--- config.mk ---
export PLATFORM = sky130hd
export DESIGN_NAME = vic_regs
export DESIGN_NICKNAME = d
export VERILOG_FILES = /design/src/core/vic_pkg.sv /design/src/core/vic_nest.sv /design/src/core/vic_regs.sv
export VERILOG_INCLUDE_DIRS = /design/src /design/src/core
export SDC_FILE = /design/constraint.sdc
export NUM_CORES = 1
export LEC_CHECK = 0
export CORE_UTILIZATION = 50
export CTS_BUF_LIST = sky130_fd_sc_hd__clkbuf_8
export DETAILED_ROUTE_END_ITERATION = 16
export DONT_BUFFER_PORTS = 1
export PLACE_DENSITY_LB_ADDON = 0.15
export RECOVER_POWER = 50
export SYNTH_ARGS = -nofsm -noshare
export SYNTH_HDL_FRONTEND = slang
export SYNTH_SLANG_ARGS = --single-unit
--- constraint.sdc ---
create_clock -name CLK -period 3.2 [get_ports CLK]
set_input_delay 0.64 -clock CLK [delete_from_list [all_inputs] [get_ports CLK]]
set_output_delay 0.64 -clock CLK [all_outputs]
set_load 0.01 [all_outputs]
--- src/core/vic_consts.svh ---
// register indices, field positions, reset values and fixed figures of the vector controller
// assumes: included by bare name; byte address on the bus is four times an index
`ifndef VIC_CONSTS_SVH
`define VIC_CONSTS_SVH

`define VIC_IDX_W 11
`define VIC_IDX_SHADOW 11'h376
`define VIC_IDX_LOCK 11'h459
`define VIC_IDX_CUR_L 11'h45a
`define VIC_IDX_CUR_M 11'h45b
`define VIC_IDX_CUR_U 11'h45c
`define VIC_IDX_BASE_L 11'h45d
`define VIC_IDX_BASE_M 11'h45e
`define VIC_IDX_BASE_U 11'h45f
`define VIC_IDX_IRQ_EN0 11'h4a8
`define VIC_IDX_IRQ_EN1 11'h4a9
`define VIC_IDX_CTRL 11'h4d6
`define VIC_IDX_NEST 11'h4d7
`define VIC_IDX_CFG 11'h4e0
`define VIC_IDX_UNLOCK 11'h4e1
`define VIC_IDX_STATUS 11'h4e2
`define VIC_IDX_MASK 11'h4e3

`define VIC_CTRL_EDGE_LSB 0
`define VIC_CTRL_PRIO_BIT 5
`define VIC_CTRL_RESET 8'h07
`define VIC_CTRL_WMASK 8'h27
`define VIC_NEST_LSB 6
`define VIC_LOCK_BIT 0
`define VIC_SHADOW_BIT 0
`define VIC_CFG_VEC_BIT 0
`define VIC_CFG_ONEWAY_BIT 1
`define VIC_UPPER_MASK 8'h1f

`define VIC_STAT_W 4
`define VIC_STAT_REFUSED 3

`define VIC_KEY_FIRST 8'h55
`define VIC_KEY_SECOND 8'haa
`define VIC_FIXED_VECTOR 21'h000008
`define VIC_RESP_OK 2'b00
`define VIC_RESP_SLVERR 2'b10

`endif

--- src/core/vic_pkg.sv ---
// types shared by the vector controller register block and its nesting tracker
// assumes: compiled before every other design file
package vic_pkg;

	typedef enum logic [1:0] {
		VIC_NEST_MAIN,
		VIC_NEST_LOW,
		VIC_NEST_HIGH_FROM_MAIN,
		VIC_NEST_HIGH_OVER_LOW
	} vic_nest_t;

	typedef enum logic [1:0] {
		VIC_UNL_IDLE,
		VIC_UNL_KEY1,
		VIC_UNL_ARMED
	} vic_unlock_t;

	// one vector fetch by the core
	typedef struct packed {
		logic valid;
		logic low_prio;
		logic [7:0] number;
	} vic_fetch_t;

	// core handler entry and return events
	typedef struct packed {
		logic high_enter;
		logic low_enter;
		logic handler_return;
	} vic_core_evt_t;

endpackage : vic_pkg

--- src/core/vic_nest.sv ---
// nesting-state tracker of the vector controller
// assumes: one-cycle core event pulses on CLK, at most one per cycle
module vic_nest (
	input wire logic clk,
	input wire logic reset,
	input wire vic_pkg::vic_core_evt_t evt,
	output logic [1:0] state_code
);
	vic_pkg::vic_nest_t state;
	vic_pkg::vic_nest_t next_state;

	always_comb begin
		next_state = state;
		case (state)
			vic_pkg::VIC_NEST_MAIN: begin
				if (evt.high_enter) begin
					next_state = vic_pkg::VIC_NEST_HIGH_FROM_MAIN;
				end else if (evt.low_enter) begin
					next_state = vic_pkg::VIC_NEST_LOW;
				end
			end
			vic_pkg::VIC_NEST_LOW: begin
				if (evt.high_enter) begin
					next_state = vic_pkg::VIC_NEST_HIGH_OVER_LOW;
				end else if (evt.handler_return) begin
					next_state = vic_pkg::VIC_NEST_MAIN;
				end
			end
			vic_pkg::VIC_NEST_HIGH_FROM_MAIN: begin
				if (evt.handler_return) begin
					next_state = vic_pkg::VIC_NEST_MAIN;
				end
			end
			vic_pkg::VIC_NEST_HIGH_OVER_LOW: begin
				if (evt.handler_return) begin
					next_state = vic_pkg::VIC_NEST_LOW;
				end
			end
			default: begin
				next_state = vic_pkg::VIC_NEST_MAIN;
			end
		endcase
	end

	always_ff @(posedge clk or posedge reset) begin
		if (reset) begin
			state <= vic_pkg::VIC_NEST_MAIN;
		end else begin
			state <= next_state;
		end
	end

	always_comb begin
		case (state)
			vic_pkg::VIC_NEST_HIGH_OVER_LOW: state_code = 2'h3;
			vic_pkg::VIC_NEST_HIGH_FROM_MAIN: state_code = 2'h2;
			vic_pkg::VIC_NEST_LOW: state_code = 2'h1;
			default: state_code = 2'h0;
		endcase
	end

endmodule : vic_nest

--- src/core/vic_regs.sv ---
// register block of a vectored interrupt controller behind an Avalon-MM slave
// assumes: pins and core events synchronous to CLK; 32-bit bus, byte data in lane 0
// What this block does
// Each external pin triggers on a rising edge at polarity bit 1, on a falling edge at 0.
// Nesting state reads 11 for high over a low handler and 10 for high entered from main.
// Nesting state reads 01 in a low handler entered from main and 00 in the main routine.
// The vector table base is 21 read/write bits: upper 5, middle 8, lower 8; reset zero.
// The current vector table address is 21 read-only bits in the same bytes, reset zero.
// While the base write lock is 1, base byte writes are ignored; at 0 they land.
// The lock bit changes only after the unlock sequence; any other attempt is ignored.
// With the one-way config bit at 1, a set lock cannot be cleared until reset.
// Shadow switch at 1 routes shadow access to the main copy, at 0 to the low handler copy.
// Each enable bit passes its source request at 1 and blocks it at 0; all reset to 0.
// Enable register 0 holds pin change down to software interrupt enables, bit 7 to 0.
// Enable register 1 holds pulse-width capture down to external pin a enables, bit 7 to 0.
// A valid edge of the chosen polarity sets the pin's event flag, which software clears.
// With vectoring and priority both off, every interrupt goes to fixed address 0008h.
// With vectoring on, each vector fetch loads the current address with base plus twice the vector number.
// Writes to the current address bytes and the nesting field leave them unchanged.
`include "vic_consts.svh"

module vic_regs #(
	parameter int unsigned N_PINS = 3,
	parameter logic VEC_EN_RESET = 1'b1,
	parameter logic ONE_WAY_RESET = 1'b0,
	parameter logic [20:0] LOW_COMPAT_ADDR = 21'h000018
) (
	input wire logic CLK,
	input wire logic RESET,
	input wire logic [12:0] AVS_ADDRESS,
	input wire logic AVS_READ,
	input wire logic AVS_WRITE,
	input wire logic [31:0] AVS_WRITEDATA,
	input wire logic [3:0] AVS_BYTEENABLE,
	output logic [31:0] AVS_READDATA,
	output logic [1:0] AVS_RESPONSE,
	output logic AVS_WAITREQUEST,
	input wire logic [N_PINS-1:0] EXT_IRQ_PIN,
	input wire logic [15:0] PERIPH_REQ,
	output logic [15:0] PERIPH_IRQ,
	input wire vic_pkg::vic_fetch_t CORE_FETCH,
	input wire vic_pkg::vic_core_evt_t CORE_EVT,
	output logic [20:0] VECTOR_ADDR,
	output logic SHADOW_MAIN_SEL,
	output logic IRQ
);
	// bus handshake
	logic ack;
	logic [`VIC_IDX_W-1:0] idx;
	logic aligned;
	logic wr_go;
	logic [7:0] wbyte;
	logic hit;
	logic [7:0] rbyte;

	// register state
	logic [7:0] ctrl;
	logic [20:0] base;
	logic [20:0] cur_addr;
	logic base_write_lock;
	logic shadow_bank_switch;
	logic vectoring_enable;
	logic one_way_lock_config;
	logic [7:0] peripheral_irq_enable_0;
	logic [7:0] peripheral_irq_enable_1;
	logic [`VIC_STAT_W-1:0] status;
	logic [`VIC_STAT_W-1:0] mask;
	logic [1:0] nest_code;
	vic_pkg::vic_unlock_t unlock;
	vic_pkg::vic_unlock_t next_unlock;

	// edge detection, lock and base refusal, priority enable
	logic [N_PINS-1:0] pin_prev;
	logic primed;
	logic [N_PINS-1:0] pin_event;
	logic [`VIC_STAT_W-1:0] stat_set;
	logic lock_attempt;
	logic lock_refused;
	logic base_refused;
	logic priority_levels_enable;

	assign idx = AVS_ADDRESS[12:2];
	assign aligned = (AVS_ADDRESS[1:0] == 2'h0);
	assign wbyte = AVS_WRITEDATA[7:0];
	// a write lands on the edge where waitrequest is seen low
	assign wr_go = AVS_WRITE && ack && AVS_BYTEENABLE[0];
	assign AVS_WAITREQUEST = (AVS_READ || AVS_WRITE) && !ack;
	assign priority_levels_enable = ctrl[`VIC_CTRL_PRIO_BIT];

	// one wait state: ack is high only in the cycle after a request is seen
	always_ff @(posedge CLK or posedge RESET) begin
		if (RESET) begin
			ack <= 1'b0;
		end else begin
			ack <= (AVS_READ || AVS_WRITE) && !ack;
		end
	end

	// address decode and read mux
	always_comb begin
		hit = aligned;
		rbyte = 8'h00;
		case (idx)
			`VIC_IDX_SHADOW: rbyte = {7'h00, shadow_bank_switch};
			`VIC_IDX_LOCK: rbyte = {7'h00, base_write_lock};
			`VIC_IDX_CUR_L: rbyte = cur_addr[7:0];
			`VIC_IDX_CUR_M: rbyte = cur_addr[15:8];
			`VIC_IDX_CUR_U: rbyte = {3'h0, cur_addr[20:16]};
			`VIC_IDX_BASE_L: rbyte = base[7:0];
			`VIC_IDX_BASE_M: rbyte = base[15:8];
			`VIC_IDX_BASE_U: rbyte = {3'h0, base[20:16]};
			`VIC_IDX_IRQ_EN0: rbyte = peripheral_irq_enable_0;
			`VIC_IDX_IRQ_EN1: rbyte = peripheral_irq_enable_1;
			`VIC_IDX_CTRL: rbyte = ctrl;
			`VIC_IDX_NEST: rbyte = {nest_code, 6'h00};
			`VIC_IDX_CFG: rbyte = {6'h00, one_way_lock_config, vectoring_enable};
			`VIC_IDX_UNLOCK: rbyte = 8'h00;
			`VIC_IDX_STATUS: rbyte = {{(8-`VIC_STAT_W){1'b0}}, status};
			`VIC_IDX_MASK: rbyte = {{(8-`VIC_STAT_W){1'b0}}, mask};
			default: hit = 1'b0;
		endcase
	end

	// read data and response captured in the waited cycle, standing at the accepting edge
	always_ff @(posedge CLK or posedge RESET) begin
		if (RESET) begin
			AVS_READDATA <= 32'h00000000;
			AVS_RESPONSE <= `VIC_RESP_OK;
		end else if ((AVS_READ || AVS_WRITE) && !ack) begin
			AVS_READDATA <= (AVS_READ && hit) ? {24'h000000, rbyte} : 32'h00000000;
			AVS_RESPONSE <= hit ? `VIC_RESP_OK : `VIC_RESP_SLVERR;
		end
	end

	// control: edge polarity and priority enable
	always_ff @(posedge CLK or posedge RESET) begin
		if (RESET) begin
			ctrl <= `VIC_CTRL_RESET;
		end else if (wr_go && aligned && idx == `VIC_IDX_CTRL) begin
			ctrl <= wbyte & `VIC_CTRL_WMASK;
		end
	end

	// vector table base, gated by the lock
	always_ff @(posedge CLK or posedge RESET) begin
		if (RESET) begin
			base <= 21'h000000;
		end else if (wr_go && aligned && !base_write_lock) begin
			case (idx)
				`VIC_IDX_BASE_L: base[7:0] <= wbyte;
				`VIC_IDX_BASE_M: base[15:8] <= wbyte;
				`VIC_IDX_BASE_U: base[20:16] <= 5'(wbyte & `VIC_UPPER_MASK);
				default: base <= base;
			endcase
		end
	end

	// a refused base write is reported in status bit 3
	assign base_refused = wr_go && aligned && base_write_lock
		&& (idx == `VIC_IDX_BASE_L || idx == `VIC_IDX_BASE_M || idx == `VIC_IDX_BASE_U);

	// current address only moves on a fetch; bus writes never reach it
	always_ff @(posedge CLK or posedge RESET) begin
		if (RESET) begin
			cur_addr <= 21'h000000;
		end else if (CORE_FETCH.valid) begin
			if (vectoring_enable) begin
				cur_addr <= base + {12'h000, CORE_FETCH.number, 1'b0};
			end else if (priority_levels_enable && CORE_FETCH.low_prio) begin
				cur_addr <= LOW_COMPAT_ADDR;
			end else begin
				cur_addr <= `VIC_FIXED_VECTOR;
			end
		end
	end

	assign VECTOR_ADDR = cur_addr;

	// unlock sequence: first key, second key, then one lock write
	assign lock_attempt = wr_go && aligned && idx == `VIC_IDX_LOCK;

	always_comb begin
		next_unlock = unlock;
		case (unlock)
			vic_pkg::VIC_UNL_IDLE: begin
				if (wr_go && aligned && idx == `VIC_IDX_UNLOCK && wbyte == `VIC_KEY_FIRST) begin
					next_unlock = vic_pkg::VIC_UNL_KEY1;
				end
			end
			vic_pkg::VIC_UNL_KEY1: begin
				if (wr_go) begin
					if (aligned && idx == `VIC_IDX_UNLOCK && wbyte == `VIC_KEY_SECOND) begin
						next_unlock = vic_pkg::VIC_UNL_ARMED;
					end else begin
						next_unlock = vic_pkg::VIC_UNL_IDLE;
					end
				end
			end
			vic_pkg::VIC_UNL_ARMED: begin
				if (wr_go) begin
					next_unlock = vic_pkg::VIC_UNL_IDLE;
				end
			end
			default: begin
				next_unlock = vic_pkg::VIC_UNL_IDLE;
			end
		endcase
	end

	always_ff @(posedge CLK or posedge RESET) begin
		if (RESET) begin
			unlock <= vic_pkg::VIC_UNL_IDLE;
		end else begin
			unlock <= next_unlock;
		end
	end

	// lock refused without sequence, or a clear blocked by one-way config
	assign lock_refused = lock_attempt && (unlock != vic_pkg::VIC_UNL_ARMED
		|| (one_way_lock_config && base_write_lock && !wbyte[`VIC_LOCK_BIT]));

	always_ff @(posedge CLK or posedge RESET) begin
		if (RESET) begin
			base_write_lock <= 1'b0;
		end else if (lock_attempt && !lock_refused) begin
			base_write_lock <= wbyte[`VIC_LOCK_BIT];
		end
	end

	// configuration word; the one-way bit cannot be dropped once set
	always_ff @(posedge CLK or posedge RESET) begin
		if (RESET) begin
			vectoring_enable <= VEC_EN_RESET;
			one_way_lock_config <= ONE_WAY_RESET;
		end else if (wr_go && aligned && idx == `VIC_IDX_CFG) begin
			vectoring_enable <= wbyte[`VIC_CFG_VEC_BIT];
			one_way_lock_config <= one_way_lock_config | wbyte[`VIC_CFG_ONEWAY_BIT];
		end
	end

	// shadow bank routing
	always_ff @(posedge CLK or posedge RESET) begin
		if (RESET) begin
			shadow_bank_switch <= 1'b0;
		end else if (wr_go && aligned && idx == `VIC_IDX_SHADOW) begin
			shadow_bank_switch <= wbyte[`VIC_SHADOW_BIT];
		end
	end

	// the shadow copies sit outside this block; only the routing leaves it
	assign SHADOW_MAIN_SEL = shadow_bank_switch;

	// peripheral enable register 0
	always_ff @(posedge CLK or posedge RESET) begin
		if (RESET) begin
			peripheral_irq_enable_0 <= 8'h00;
		end else if (wr_go && aligned && idx == `VIC_IDX_IRQ_EN0) begin
			peripheral_irq_enable_0 <= wbyte;
		end
	end

	// peripheral enable register 1
	always_ff @(posedge CLK or posedge RESET) begin
		if (RESET) begin
			peripheral_irq_enable_1 <= 8'h00;
		end else if (wr_go && aligned && idx == `VIC_IDX_IRQ_EN1) begin
			peripheral_irq_enable_1 <= wbyte;
		end
	end

	// enable 0: pin change, checksum, logic cell 1, nvm, clock switch, osc fail, voltage, software
	// enable 1: pulse width, period, meas timer, comparator 1, tuning, converter, zero cross, pin a
	always_comb begin
		PERIPH_IRQ[7:0] = PERIPH_REQ[7:0] & peripheral_irq_enable_0;
		PERIPH_IRQ[15:9] = PERIPH_REQ[15:9] & peripheral_irq_enable_1[7:1];
		PERIPH_IRQ[8] = (PERIPH_REQ[8] | status[0]) & peripheral_irq_enable_1[0];
	end

	// previous pin levels for edge detection
	always_ff @(posedge CLK or posedge RESET) begin
		if (RESET) begin
			pin_prev <= '0;
		end else begin
			pin_prev <= EXT_IRQ_PIN;
		end
	end

	// edge detection armed one cycle after reset release
	always_ff @(posedge CLK or posedge RESET) begin
		if (RESET) begin
			primed <= 1'b0;
		end else begin
			primed <= 1'b1;
		end
	end

	genvar g;
	generate
		for (g = 0; g < N_PINS; g++) begin : g_pin
			assign pin_event[g] = primed && (ctrl[`VIC_CTRL_EDGE_LSB + g]
				? (EXT_IRQ_PIN[g] && !pin_prev[g])
				: (!EXT_IRQ_PIN[g] && pin_prev[g]));
		end
	endgenerate

	always_comb begin
		stat_set = '0;
		stat_set[N_PINS-1:0] = pin_event;
		stat_set[`VIC_STAT_REFUSED] = lock_refused || base_refused;
	end

	// sticky flags, write one to clear; a new event beats the clear
	always_ff @(posedge CLK or posedge RESET) begin
		if (RESET) begin
			status <= '0;
		end else if (wr_go && aligned && idx == `VIC_IDX_STATUS) begin
			status <= (status & ~wbyte[`VIC_STAT_W-1:0]) | stat_set;
		end else begin
			status <= status | stat_set;
		end
	end

	// interrupt mask, same layout as status
	always_ff @(posedge CLK or posedge RESET) begin
		if (RESET) begin
			mask <= '0;
		end else if (wr_go && aligned && idx == `VIC_IDX_MASK) begin
			mask <= wbyte[`VIC_STAT_W-1:0];
		end
	end

	// level output, high while any unmasked flag stands
	assign IRQ = |(status & mask);

	// nesting field is driven only by core events
	vic_nest u_nest (
		.clk(CLK),
		.reset(RESET),
		.evt(CORE_EVT),
		.state_code(nest_code)
	);

endmodule : vic_regs

==> results.md, run 1 <==
* WL per Instance at 23.4 µm
* Overall power after layout at 2.14 mW
* CTS buffer count at 9
* Max Fanout on Critical Path at 8
* Clock period minus final worst setup slack at 2.36 ns
* Sum of negative setup slack at 0 ns
* Clock tree sinks at 92
* Number of nets in the layout at 601
* Standard cell core area at 10,400 µm²
* Slew Limit Fails at 50
* Number of nets with antenna violations after detailed routing at 0
* RePlAce Congestion at 0.954
* Reg2reg setup slack at 0.84 ns
* Yosys synthesis warning count at 0
* Critical path startpoint category: flip-flop
* GRT Overall Usage at 28.7%
* Hold path cells at 0
* Number of global-route vias before repair at 3,993
* Row cnt at 37
* Cell count after synthesis at 509
* TritonCTS clock tree: built
* Longest Clk Path Bufs at 2
* Path class of the lowest-slack min-delay path: primary input to flip-flop
* Cell chain of the critical path: ha_1 > fa_1 > a21o_1 > a21o_1 > a21boi_1 > or4_1 > o221ai_1
* Required time of the worst setup path at 3.45 ns
* Register-to-Register Path Depth at 7
* Clock-pin transition on the worst setup and hold timing paths at 0.09 ns
* Post-detailed-placement cell area at 5440 µm²
* Clock root cell: clkbuf_8
* Number of top-level pins at 159
* Final hold vios at 0
* Detailed Route WL at 15,200 µm
* Worst slew margin relative to its limit at -45.4%
* Critical path's largest stage delay at 0.49 ns
* Run status: finished, violations left
* Initial antenna violation count at 0
* Max stage delay cell, worst path: a21boi_1
* Max-cap violations at 1
* RR Startpoint: base[1]$_DFFE_PP0P_
* Non-Filler Cell Area, Final at 5640 µm²
* Number of buffer cells added on primary ports at 0
* Initial cell density of the core at 52.0%
* Total setup violations reported at the end of the flow at 0
* Area added between synthesis and finish at 4.62%
* Die outline height at 106 µm
* DRC errors left at 0
* Top-area cell type share of the netlist area at 40.8%
* Proportion of layout cells with a drive suffix above 1 at 18.4%
* Number of distinct library cells after synthesis at 72
* Highest attainable clock frequency at 424 MHz
* End of the worst register-to-register path: VECTOR_ADDR[11]$_DFFE_PP0P_
* Post-CTS sizing at 0
* Slew at the pin with the worst max-slew slack at 2.17 ns
* Static Leakage at 2.56 nW
* Netlist area before placement at 5390 µm²
* Post-route clock period utilization at 73.8%
* Launch instance of the worst min-delay path: EXT_IRQ_PIN[0]
* Wire length of the first global-routing pass at 23,800 µm
* Violations in the final reports: capacitance limit, slew limit
* Main flop type after synthesis: dfrtp_1
* Number of enable flip-flop cells after synthesis at 0
* Maximum number of pins on one net before global-route repair at 50
* Post-CTS Hold Buffers at 0
* Length of the first detailed-routing pass in iterations at 8
* CTS H-tree lvls at 3
* Routed vias/inst at 6.62
* Post-CTS Repair Setup Buffers at 0
* Clock Skew at 0.00725 ns
* Flip-flop and latch count after synthesis at 92
* VDD IR-drop max at 0.199 mV
* Hold Path End: pin_prev[0]$_DFF_PP0_
* Cell with the most instances on the worst path: a21o_1
* DRT iter0 DRCs at 443
* Total die area at 11,200 µm²
* Clock latency of the later-clocked register in the worst-skew pair at 0.37 ns
* Asr flop ratio synth at 100%
* ANT cells at 0
* Setup repair after global routing missed its margin: false
* Arrival time reported for the critical path endpoint at 2.61 ns
* Synth area leader: dfrtp_1
* Via Count at 4,289
* Sequential cell area fraction in the yosys report at 42.8%
* Sum of overflow across all layers after global routing at 0
* HPWL after detailed placement at 11,400 µm
* Ranking of synthesized cells by instance count: dfrtp_1, mux2_2, nand2_1
* Top post-synthesis cells by area: dfrtp_1, mux2_2, buf_4
* Type of the worst setup path: flip-flop to flip-flop
* Element type at the critical path end: flip-flop
* Die extent in x at 106 µm
* Most frequently used cell type in the post-synthesis netlist: dfrtp_1
* Power per standard cell area at 379 nW/µm²
* Mean instance size in the synthesized netlist at 10.6 µm²
[how the worst max path moves through the flow]
stage / start / to / slack [ns] / depth (start not counted)
3_3_place_gp: AVS_ADDRESS[10] / peripheral_irq_enable_1[3]$_DFFE_PP0P_ / 0.66 / 5
6_report: base[1]$_DFFE_PP0P_ / VECTOR_ADDR[11]$_DFFE_PP0P_ / 0.84 / 7
3_5_place_dp: CORE_FETCH[0] / VECTOR_ADDR[11]$_DFFE_PP0P_ / 0.63 / 7
2_1_floorplan: RESET / AVS_READDATA[0]$_DFFE_PP0P_ / 0.17 / 1
4_1_cts: base[1]$_DFFE_PP0P_ / VECTOR_ADDR[11]$_DFFE_PP0P_ / 0.83 / 7
5_1_grt: RESET / VECTOR_ADDR[20]$_DFFE_PP0P_ / 0.55 / 2
[metal layers]
layer / global-route usage [%] / vias to the layer above / wire length (µm)
met3: 5.32 / 30 / 1340
li1: - / 1887 / -
met1: 42.8 / 2133 / 6930
met2: 40.5 / 239 / 6500
met4: 11.8 / 0 / 409
met5: 0 / - / 0
[cell usage in the layout, fill, tap and decap left out, drive strengths merged, types with 4 or more instances in the layout]
cell	count
a21o	6
a21oi	12
a22o	17
a22oi	6
a31oi	5
a32oi	17
and2	18
buf	5
clkbuf	14
conb	26
dfrtp	88
dfstp	4
ha	8
inv	11
mux2	56
mux2i	5
nand2	44
nand3	20
nand3b	6
nand4	6
nand4bb	4
nor2	20
nor3	15
nor4	8
o211ai	10
o21ai	10
xnor2	4
[worst max-delay path, delay by kind of cell (launching register included)]
family | cells | cell delay [ns]
AOI/OAI and AO/OA | 4 | 0.97
adders and majority gates | 2 | 0.65
DFF | 1 | 0.44
and+or+nand+nor | 1 | 0.19
[through the flow]
stage / setup WS [ns] / cells / utilization [%] / hold WS (ns)
after CTS: 0.834 / 648 / 54.5 / 0.277
after floorplan: 0.175 / 533 / - / 0.442
after detailed placement: 0.629 / 632 / 52.5 / 0.479
final: 0.839 / 648 / 54.4 / 0.287
after global placement: 0.658 / 632 / 52.5 / 0.481
after global routing: 0.552 / 648 / 54.4 / 0.272
[sequential cells by signal, indices dropped and copies added, names as in the netlist]
| name | flops |
|---|---|
| u_nest.state | 2 |
| status | 4 |
| SHADOW_MAIN_SEL | 1 |
| ctrl | 4 |
| pin_prev | 3 |
| AVS_READDATA | 8 |
| mask | 4 |
| base | 21 |
| primed | 1 |
| peripheral_irq_enable_0 | 8 |
| one_way_lock_config | 1 |
| base_write_lock | 1 |
| VECTOR_ADDR | 21 |
| AVS_RESPONSE | 1 |
| vectoring_enable | 1 |
| ack | 1 |
| unlock | 2 |
| peripheral_irq_enable_1 | 8 |
[where the power goes]
group | switching (mW) | internal, mW | total (mW) | leakage, nW
registers | 0.0158 | 1.17 | 1.19 | 1.23
logic | 0.0811 | 0.0331 | 0.114 | 1.23
clock network | 0.430 | 0.405 | 0.835 | 0.102
[cell families after synthesis]
group	count (synthesis)	synth area share, %
AOI/OAI and AO/OA	111	16.0
xor gates and xnor gates	5	0.812
adders and majority gates	9	2.23
buffers and inverters	57	5.89
DFF	92	42.8
muxes	64	13.9
other	2	0.139
and+or+nand+nor	169	18.3
[final cells by class]
cell class / count / area, µm²
fillers: 934 / 4730
repair buffers: 8 / 50.0
inverters: 12 / 46.3
flip-flops and latches: 92 / 2310
clock inverters: 5 / 58.8
clock buffers: 11 / 151
multi-input cells: 384 / 2860
well taps: 136 / 170
Note: power is estimated with default switching activity, not from simulation.
==> run 2, diff against run 1 <==
==> constraint.sdc (replaced) <==
create_clock -name CLK -period 2.3 [get_ports CLK]
set_input_delay 0.46 -clock CLK [delete_from_list [all_inputs] [get_ports CLK]]
set_output_delay 0.46 -clock CLK [all_outputs]
set_load 0.01 [all_outputs]
==> results.md, run 2 (synthesis gave the netlist of run 1 again) <==
* Run status: finished clean
* Non-Filler Cell Area, Final at 5760 µm² (+2.0%)
* Commonest cells after routing, fill and taps aside: dfrtp_1, mux2_2, nand2_1
* Category of cells accounting for the largest share of critical-path delay: compound AO/OA/AOI/OAI gates
* Routed vias/inst at 6.62 (about the same)
* TritonCTS clock tree: built
* Number of buffer cells added on primary ports at 0 (unchanged)
* Clock period minus final worst setup slack at 2.17 ns (-0.192 ns)
* Clock root cell: clkbuf_8
* Power per standard cell area at 514 nW/µm² (+36%)
* HPWL after detailed placement at 11,700 µm (+2.6%)
* Clock-pin transition on the worst setup and hold timing paths at 0.10 ns (about the same)
* Via Count at 4,383 (+2.2%)
* Proportion of layout cells with a drive suffix above 1 at 21.1% (+2.7 points)
* Detailed Route WL at 15,600 µm (+2.8%)
* Area taken by multi-input logic gates at 2870 µm² (+0.44%)
* Register-to-Register Path Depth at 6 (-1)
* CTS H-tree lvls at 3 (unchanged)
* Clock tree sinks at 92 (unchanged)
* Initial antenna violation count at 0 (unchanged)
* Arrival time reported for the critical path endpoint at 2.43 ns (-0.18 ns)
* Static Leakage at 2.64 nW (+3.3%)
* Total die area at 11,200 µm² (unchanged)
* Number of fill cells in the layout at 947 (+1.4%)
* Area added between synthesis and finish at 6.75%
* DRC errors left at 0 (unchanged)
* RePlAce Congestion at 0.913 (-4.3%)
* Reg2reg setup slack at 0.13 ns (-0.71 ns)
* Post-CTS Repair Setup Buffers at 0 (unchanged)
* Post-detailed-placement cell area at 5570 µm² (+2.3%)
* Required time of the worst setup path at 2.56 ns (-0.89 ns)
* Longest Clk Path Bufs at 2 (unchanged)
* Max-cap violations at 0 (-1)
* Max Fanout on Critical Path at 5 (-3)
* Critical path startpoint category: flip-flop
* Wire length of the first global-routing pass at 24,200 µm (+1.8%)
* Highest attainable clock frequency at 461 MHz (+8.8%)
* Initial cell density of the core at 52.0% (unchanged)
* Overall power after layout at 2.96 mW (+38%)
* Standard cell core area at 10,400 µm² (unchanged)
* Maximum number of pins on one net before global-route repair at 51 (+2.0%)
* Die outline height at 106 µm (unchanged)
* Max stage delay cell, worst path: dfrtp_1
* Slew at the pin with the worst max-slew slack at 0.919 ns (-1.25 ns)
* Worst slack at placement at 0.117 ns (-0.513 ns)
* Critical path's largest stage delay at 0.44 ns (-0.05 ns)
* Row cnt at 37 (unchanged)
* Hold path cells at 0 (unchanged)
* Cell chain of the critical path: ha_1 > a21o_1 > a21oi_1 > nand3_1 > and2_1 > a221o_1
* Die extent in x at 106 µm (unchanged)
* Setup ws final at 0.131 ns (-0.708 ns)
* Setup repair after global routing missed its margin: false
* ANT cells at 0 (unchanged)
* Placed Instances at 645 (+2.1%)
* CTS buffer count at 9 (unchanged)
* Clock Skew at 0.0139 ns (+0.00665 ns)
* Worst slew margin relative to its limit at 38.4% (+84 points)
* DRT iter0 DRCs at 485 (+9.5%)
* Stages on worst setup path at 6 (-1)
* Element type at the critical path end: flip-flop
* Number of nets with antenna violations after detailed routing at 0 (unchanged)
* GRT Overall Usage at 29.1% (+0.40 points)
* Most common cell after layout, fill and taps aside: dfrtp_1
* Final hold vios at 0 (unchanged)
* Type of the worst setup path: flip-flop to flip-flop
* VDD IR-drop max at 0.281 mV (+41%)
* Post-route clock period utilization at 94.3% (+21 points)
* Storage cell area at 2310 µm² (unchanged)
* WL per Instance at 23.6 µm (+0.58%)
* Length of the first detailed-routing pass in iterations at 5 (-3)
* Number of nets in the layout at 615 (+2.3%)
* Buffer and inverter count on the worst path at 0 (unchanged)
* Sum of overflow across all layers after global routing at 0 (unchanged)
* Sum of negative setup slack at 0 ns (unchanged)
* Worst hold slack at 0.0985 ns (-0.189 ns)
* Total setup violations reported at the end of the flow at 0 (unchanged)
* Non-filler cells, final at 662 (+2.2%)
* Path class of the lowest-slack min-delay path: primary input to flip-flop
* Number of global-route vias before repair at 4,031 (+0.95%)
* Number of top-level pins at 159 (unchanged)
* Slew Limit Fails at 0 (-100%)
* Final cell utilization of the core at 55.5% (+1.1 points)
* Clock latency of the later-clocked register in the worst-skew pair at 0.38 ns (about the same)
-- run 2: report_power, final --
group	switching (mW)	leakage (nW)	internal [mW]	total (mW)
registers	0.0222	1.23	1.63	1.66
logic	0.116	1.32	0.0496	0.166
clock network	0.630	0.100	0.509	1.14
total	0.768	2.64	2.19	2.96
-- run 2: repair_timing --
action	4_1_cts	5_1_grt
hold buffers	1	0
hold endpoints to repair	17	0
endpoints found under the setup margin	0	1
gates resized for setup	0	2
-- run 2: path summary, 6_finish.rpt --
| check | from | end |
|---|---|---|
| worst max-delay path | base[4]$_DFFE_PP0P_ | VECTOR_ADDR[12]$_DFFE_PP0P_ |
| worst min-delay path | EXT_IRQ_PIN[2] | pin_prev[2]$_DFF_PP0_ |
| worst max register to register | base[4]$_DFFE_PP0P_ | VECTOR_ADDR[12]$_DFFE_PP0P_ |
| worst min register to register | one_way_lock_config$_DFFE_PP0P_ | one_way_lock_config$_DFFE_PP0P_ |
| max in group asynchronous | RESET | mask[3]$_DFFE_PP0P_ |
| min in group asynchronous | RESET | VECTOR_ADDR[8]$_DFFE_PP0P_ |
-- run 2: cell type report --
cell class                      count  share of cell area, %
Clock buffer                        9                   2.15
Sequential cell                    92                   40.1
Tap cell                          136                   2.96
Multi-Input combinational cell    384                   49.9
Inverter                           12                  0.804
Timing Repair Buffer               22                   2.87
Clock inverter                      7                   1.28
-- run 2: worst register-to-register path, stage by stage (launching register included) --
cell     delay [ns]
dfrtp_1        0.44
ha_1           0.37
a21o_1         0.18
a21oi_1        0.28
nand3_1        0.22
and2_1         0.27
a221o_1        0.30
-- run 2: metal layers --
layer	share of wire, %	vias to the layer above	global-route usage [%]
li1	-	1923	-
met1	46	2164	44.9
met2	43	269	41.4
met3	9.8	27	5.19
met4	1.7	0	7.74
met5	0	-	0
==> run 3, diff against run 2 <==
--- a/config.mk
+++ b/config.mk
@@ -6,7 +6,9 @@
 export SDC_FILE = /design/constraint.sdc
 export NUM_CORES = 1
 export LEC_CHECK = 0
-export CORE_UTILIZATION = 50
+export CELL_PAD_IN_SITES_DETAIL_PLACEMENT = 2
+export CELL_PAD_IN_SITES_GLOBAL_PLACEMENT = 2
+export CORE_UTILIZATION = 41
 export CTS_BUF_LIST = sky130_fd_sc_hd__clkbuf_8
 export DETAILED_ROUTE_END_ITERATION = 16
 export DONT_BUFFER_PORTS = 1
==> results.md, run 3 (synthesis gave the netlist of run 1 again) <==
* GRT Overall Usage at 28.4% (-0.62 points)
* VDD IR-drop max at 0.279 mV (-0.52%)
* HPWL after detailed placement at 14,300 µm (+23%)
* Clock tree sinks at 92 (unchanged)
* Type of the worst setup path: flip-flop to flip-flop
* Maximum number of pins on one net before global-route repair at 43 (-16%)
* Max-cap violations at 0 (unchanged)
* Row cnt at 41 (+11%)
* WL per Instance at 26.8 µm (+14%)
* Wire length of the first global-routing pass at 27,900 µm (+15%)
* Clock-pin transition on the worst setup and hold timing paths at 0.09 ns (about the same)
* Area added between synthesis and finish at 7.68%
* Clock latency of the later-clocked register in the worst-skew pair at 0.38 ns (about the same)
* Number of global-route vias before repair at 4,557 (+13%)
* Routed vias/inst at 6.35 (-4.1%)
* GRT Max-Usage Layer: met2
* Static Leakage at 2.65 nW (+0.36%)
* Final cell utilization of the core at 45.7% (-9.9 points)
* Sum of negative setup slack at 0 ns (unchanged)
* Arrival time reported for the critical path endpoint at 2.49 ns (+0.06 ns)
* Number of top-level pins at 159 (unchanged)
* Clock Skew at 0.0122 ns (-0.00165 ns)
* CTS buffer count at 9 (unchanged)
* Met2 track demand over resource in global routing at 43.9% (+2.5 points)
* Length of the first detailed-routing pass in iterations at 4 (-1)
* Met3 track demand over resource in global routing at 6.07% (+0.88 points)
* Critical path startpoint category: flip-flop
* Number of nets in the layout at 620 (+0.81%)
* TritonCTS clock tree: built
* Proportion of layout cells with a drive suffix above 1 at 20.9% (-0.16 points)
* Required time of the worst setup path at 2.60 ns (+0.04 ns)
* Final hold vios at 0 (unchanged)
* Run status: finished clean
* Category of cells accounting for the largest share of critical-path delay: simple AND/OR/NAND/NOR gates
* Number of nets with antenna violations after detailed routing at 0 (unchanged)
* DRT iter0 DRCs at 239 (-51%)
* Non-filler cells, final at 702 (+6.0%)
* Cell chain of the critical path: ha_1 > o21a_1 > o22ai_1 > buf_4 > nand3b_1 > or4_1 > o221ai_1
* Number of buffer cells added on primary ports at 0 (unchanged)
* Total setup violations reported at the end of the flow at 0 (unchanged)
* Post-route clock period utilization at 95.1% (+0.81 points)
* ANT cells at 0 (unchanged)
* CTS H-tree lvls at 3 (unchanged)
* Max Fanout on Critical Path at 5 (unchanged)
* Path class of the lowest-slack min-delay path: primary input to flip-flop
* Via Count at 4,458 (+1.7%)
* Detailed Route WL at 18,800 µm (+21%)
* Met1 GRT Util at 40.1% (-4.9 points)
* Max stage delay cell, worst path: or4_1
* Critical path's largest stage delay at 0.50 ns (+0.06 ns)
* Clock root cell: clkbuf_8
* Die outline height at 117 µm (+10%)
* Longest Clk Path Bufs at 2 (unchanged)
* Most common cell after layout, fill and taps aside: dfrtp_1
* Worst slew margin relative to its limit at 34.2% (-4.2 points)
* Commonest cells after routing, fill and taps aside: dfrtp_1, mux2_2, nand2_1
* Placed Instances at 686 (+6.4%)
* DRC errors left at 0 (unchanged)
* Standard cell core area at 12,700 µm² (+23%)
* Sum of overflow across all layers after global routing at 0 (unchanged)
* Buffer and inverter count on the worst path at 1 (+1)
* RePlAce Congestion at 0.845 (-7.5%)
* Initial antenna violation count at 1 (+1)
* Setup repair after global routing missed its margin: false
* Initial cell density of the core at 42.4% (-9.6 points)
* Slew at the pin with the worst max-slew slack at 0.987 ns (+0.0682 ns)
* Die extent in x at 117 µm (+10%)
* Slew Limit Fails at 0 (unchanged)
* Total die area at 13,600 µm² (+22%)
* Power per standard cell area at 488 nW/µm² (-5.2%)
* Element type at the critical path end: flip-flop
* Highest attainable clock frequency at 457 MHz (-0.85%)
* Clock period minus final worst setup slack at 2.19 ns (+0.0186 ns)
## run 3: changes by cell type in the layout (fill, tap and decap cells not counted), sizes merged
cell	change
buf	+6
clkinv	-2
bufinv	-1
inv	+1
## run 3: per-layer routing
metal / wire length, µm / up-vias
met5: 13 / -
met4: 237 / 2
li1: - / 1923
met3: 1410 / 18
met2: 8710 / 179
met1: 8440 / 2336
## run 3: cell type report
class	instances	area (µm²)
fill	1382	6910
tap	172	215
inverter	12	46.3
multi-input combinational	384	2870
clock buffer	10	138
clock inverter	5	23.8
sequential	92	2310
timing repair buffer	27	213
## run 3: path summary, 6_finish.rpt
| path | startpoint | end | slack, ns | cells past startpoint |
|---|---|---|---|---|
| worst min-delay path | EXT_IRQ_PIN[2] | pin_prev[2]$_DFF_PP0_ | 0.10 | 0 |
| worst max-delay path | base[7]$_DFFE_PP0P_ | VECTOR_ADDR[11]$_DFFE_PP0P_ | 0.11 | 7 |
| max in group asynchronous | RESET | peripheral_irq_enable_1[7]$_DFFE_PP0P_ | 0.30 | 3 |
| worst min register to register | one_way_lock_config$_DFFE_PP0P_ | one_way_lock_config$_DFFE_PP0P_ | 0.52 | 1 |
| min in group asynchronous | RESET | VECTOR_ADDR[4]$_DFFE_PP0P_ | 0.62 | 2 |
| worst max register to register | base[7]$_DFFE_PP0P_ | VECTOR_ADDR[11]$_DFFE_PP0P_ | 0.11 | 7 |
## run 3: per-stage QoR
step           power, mW  setup WS (ns)  cell area, µm²  hold WS, ns
3_3_place_gp        1.86          0.138            5660        0.341
2_1_floorplan       1.86          0.169            5490        0.442
6_report            2.83          0.112            5810        0.102
3_5_place_dp        1.87         0.0648            5660        0.354
4_1_cts             2.86         0.0645            5830       0.0869
5_1_grt             2.93         0.0150            5810       0.0839
## run 3: repair_timing
action                     4_1_cts  5_1_grt
resized for setup                0        2
hold buffers                     1        0
setup buffers                    0        0
hold endpoints to repair        12        0
setup endpoints to repair        0        5
## run 3: where the power goes
| part | total (mW) | switching (mW) | internal, mW |
|---|---|---|---|
| Sequential | 1.65 | 0.0201 | 1.63 |
| Clock | 0.998 | 0.594 | 0.404 |
| Combinational | 0.180 | 0.128 | 0.0522 |
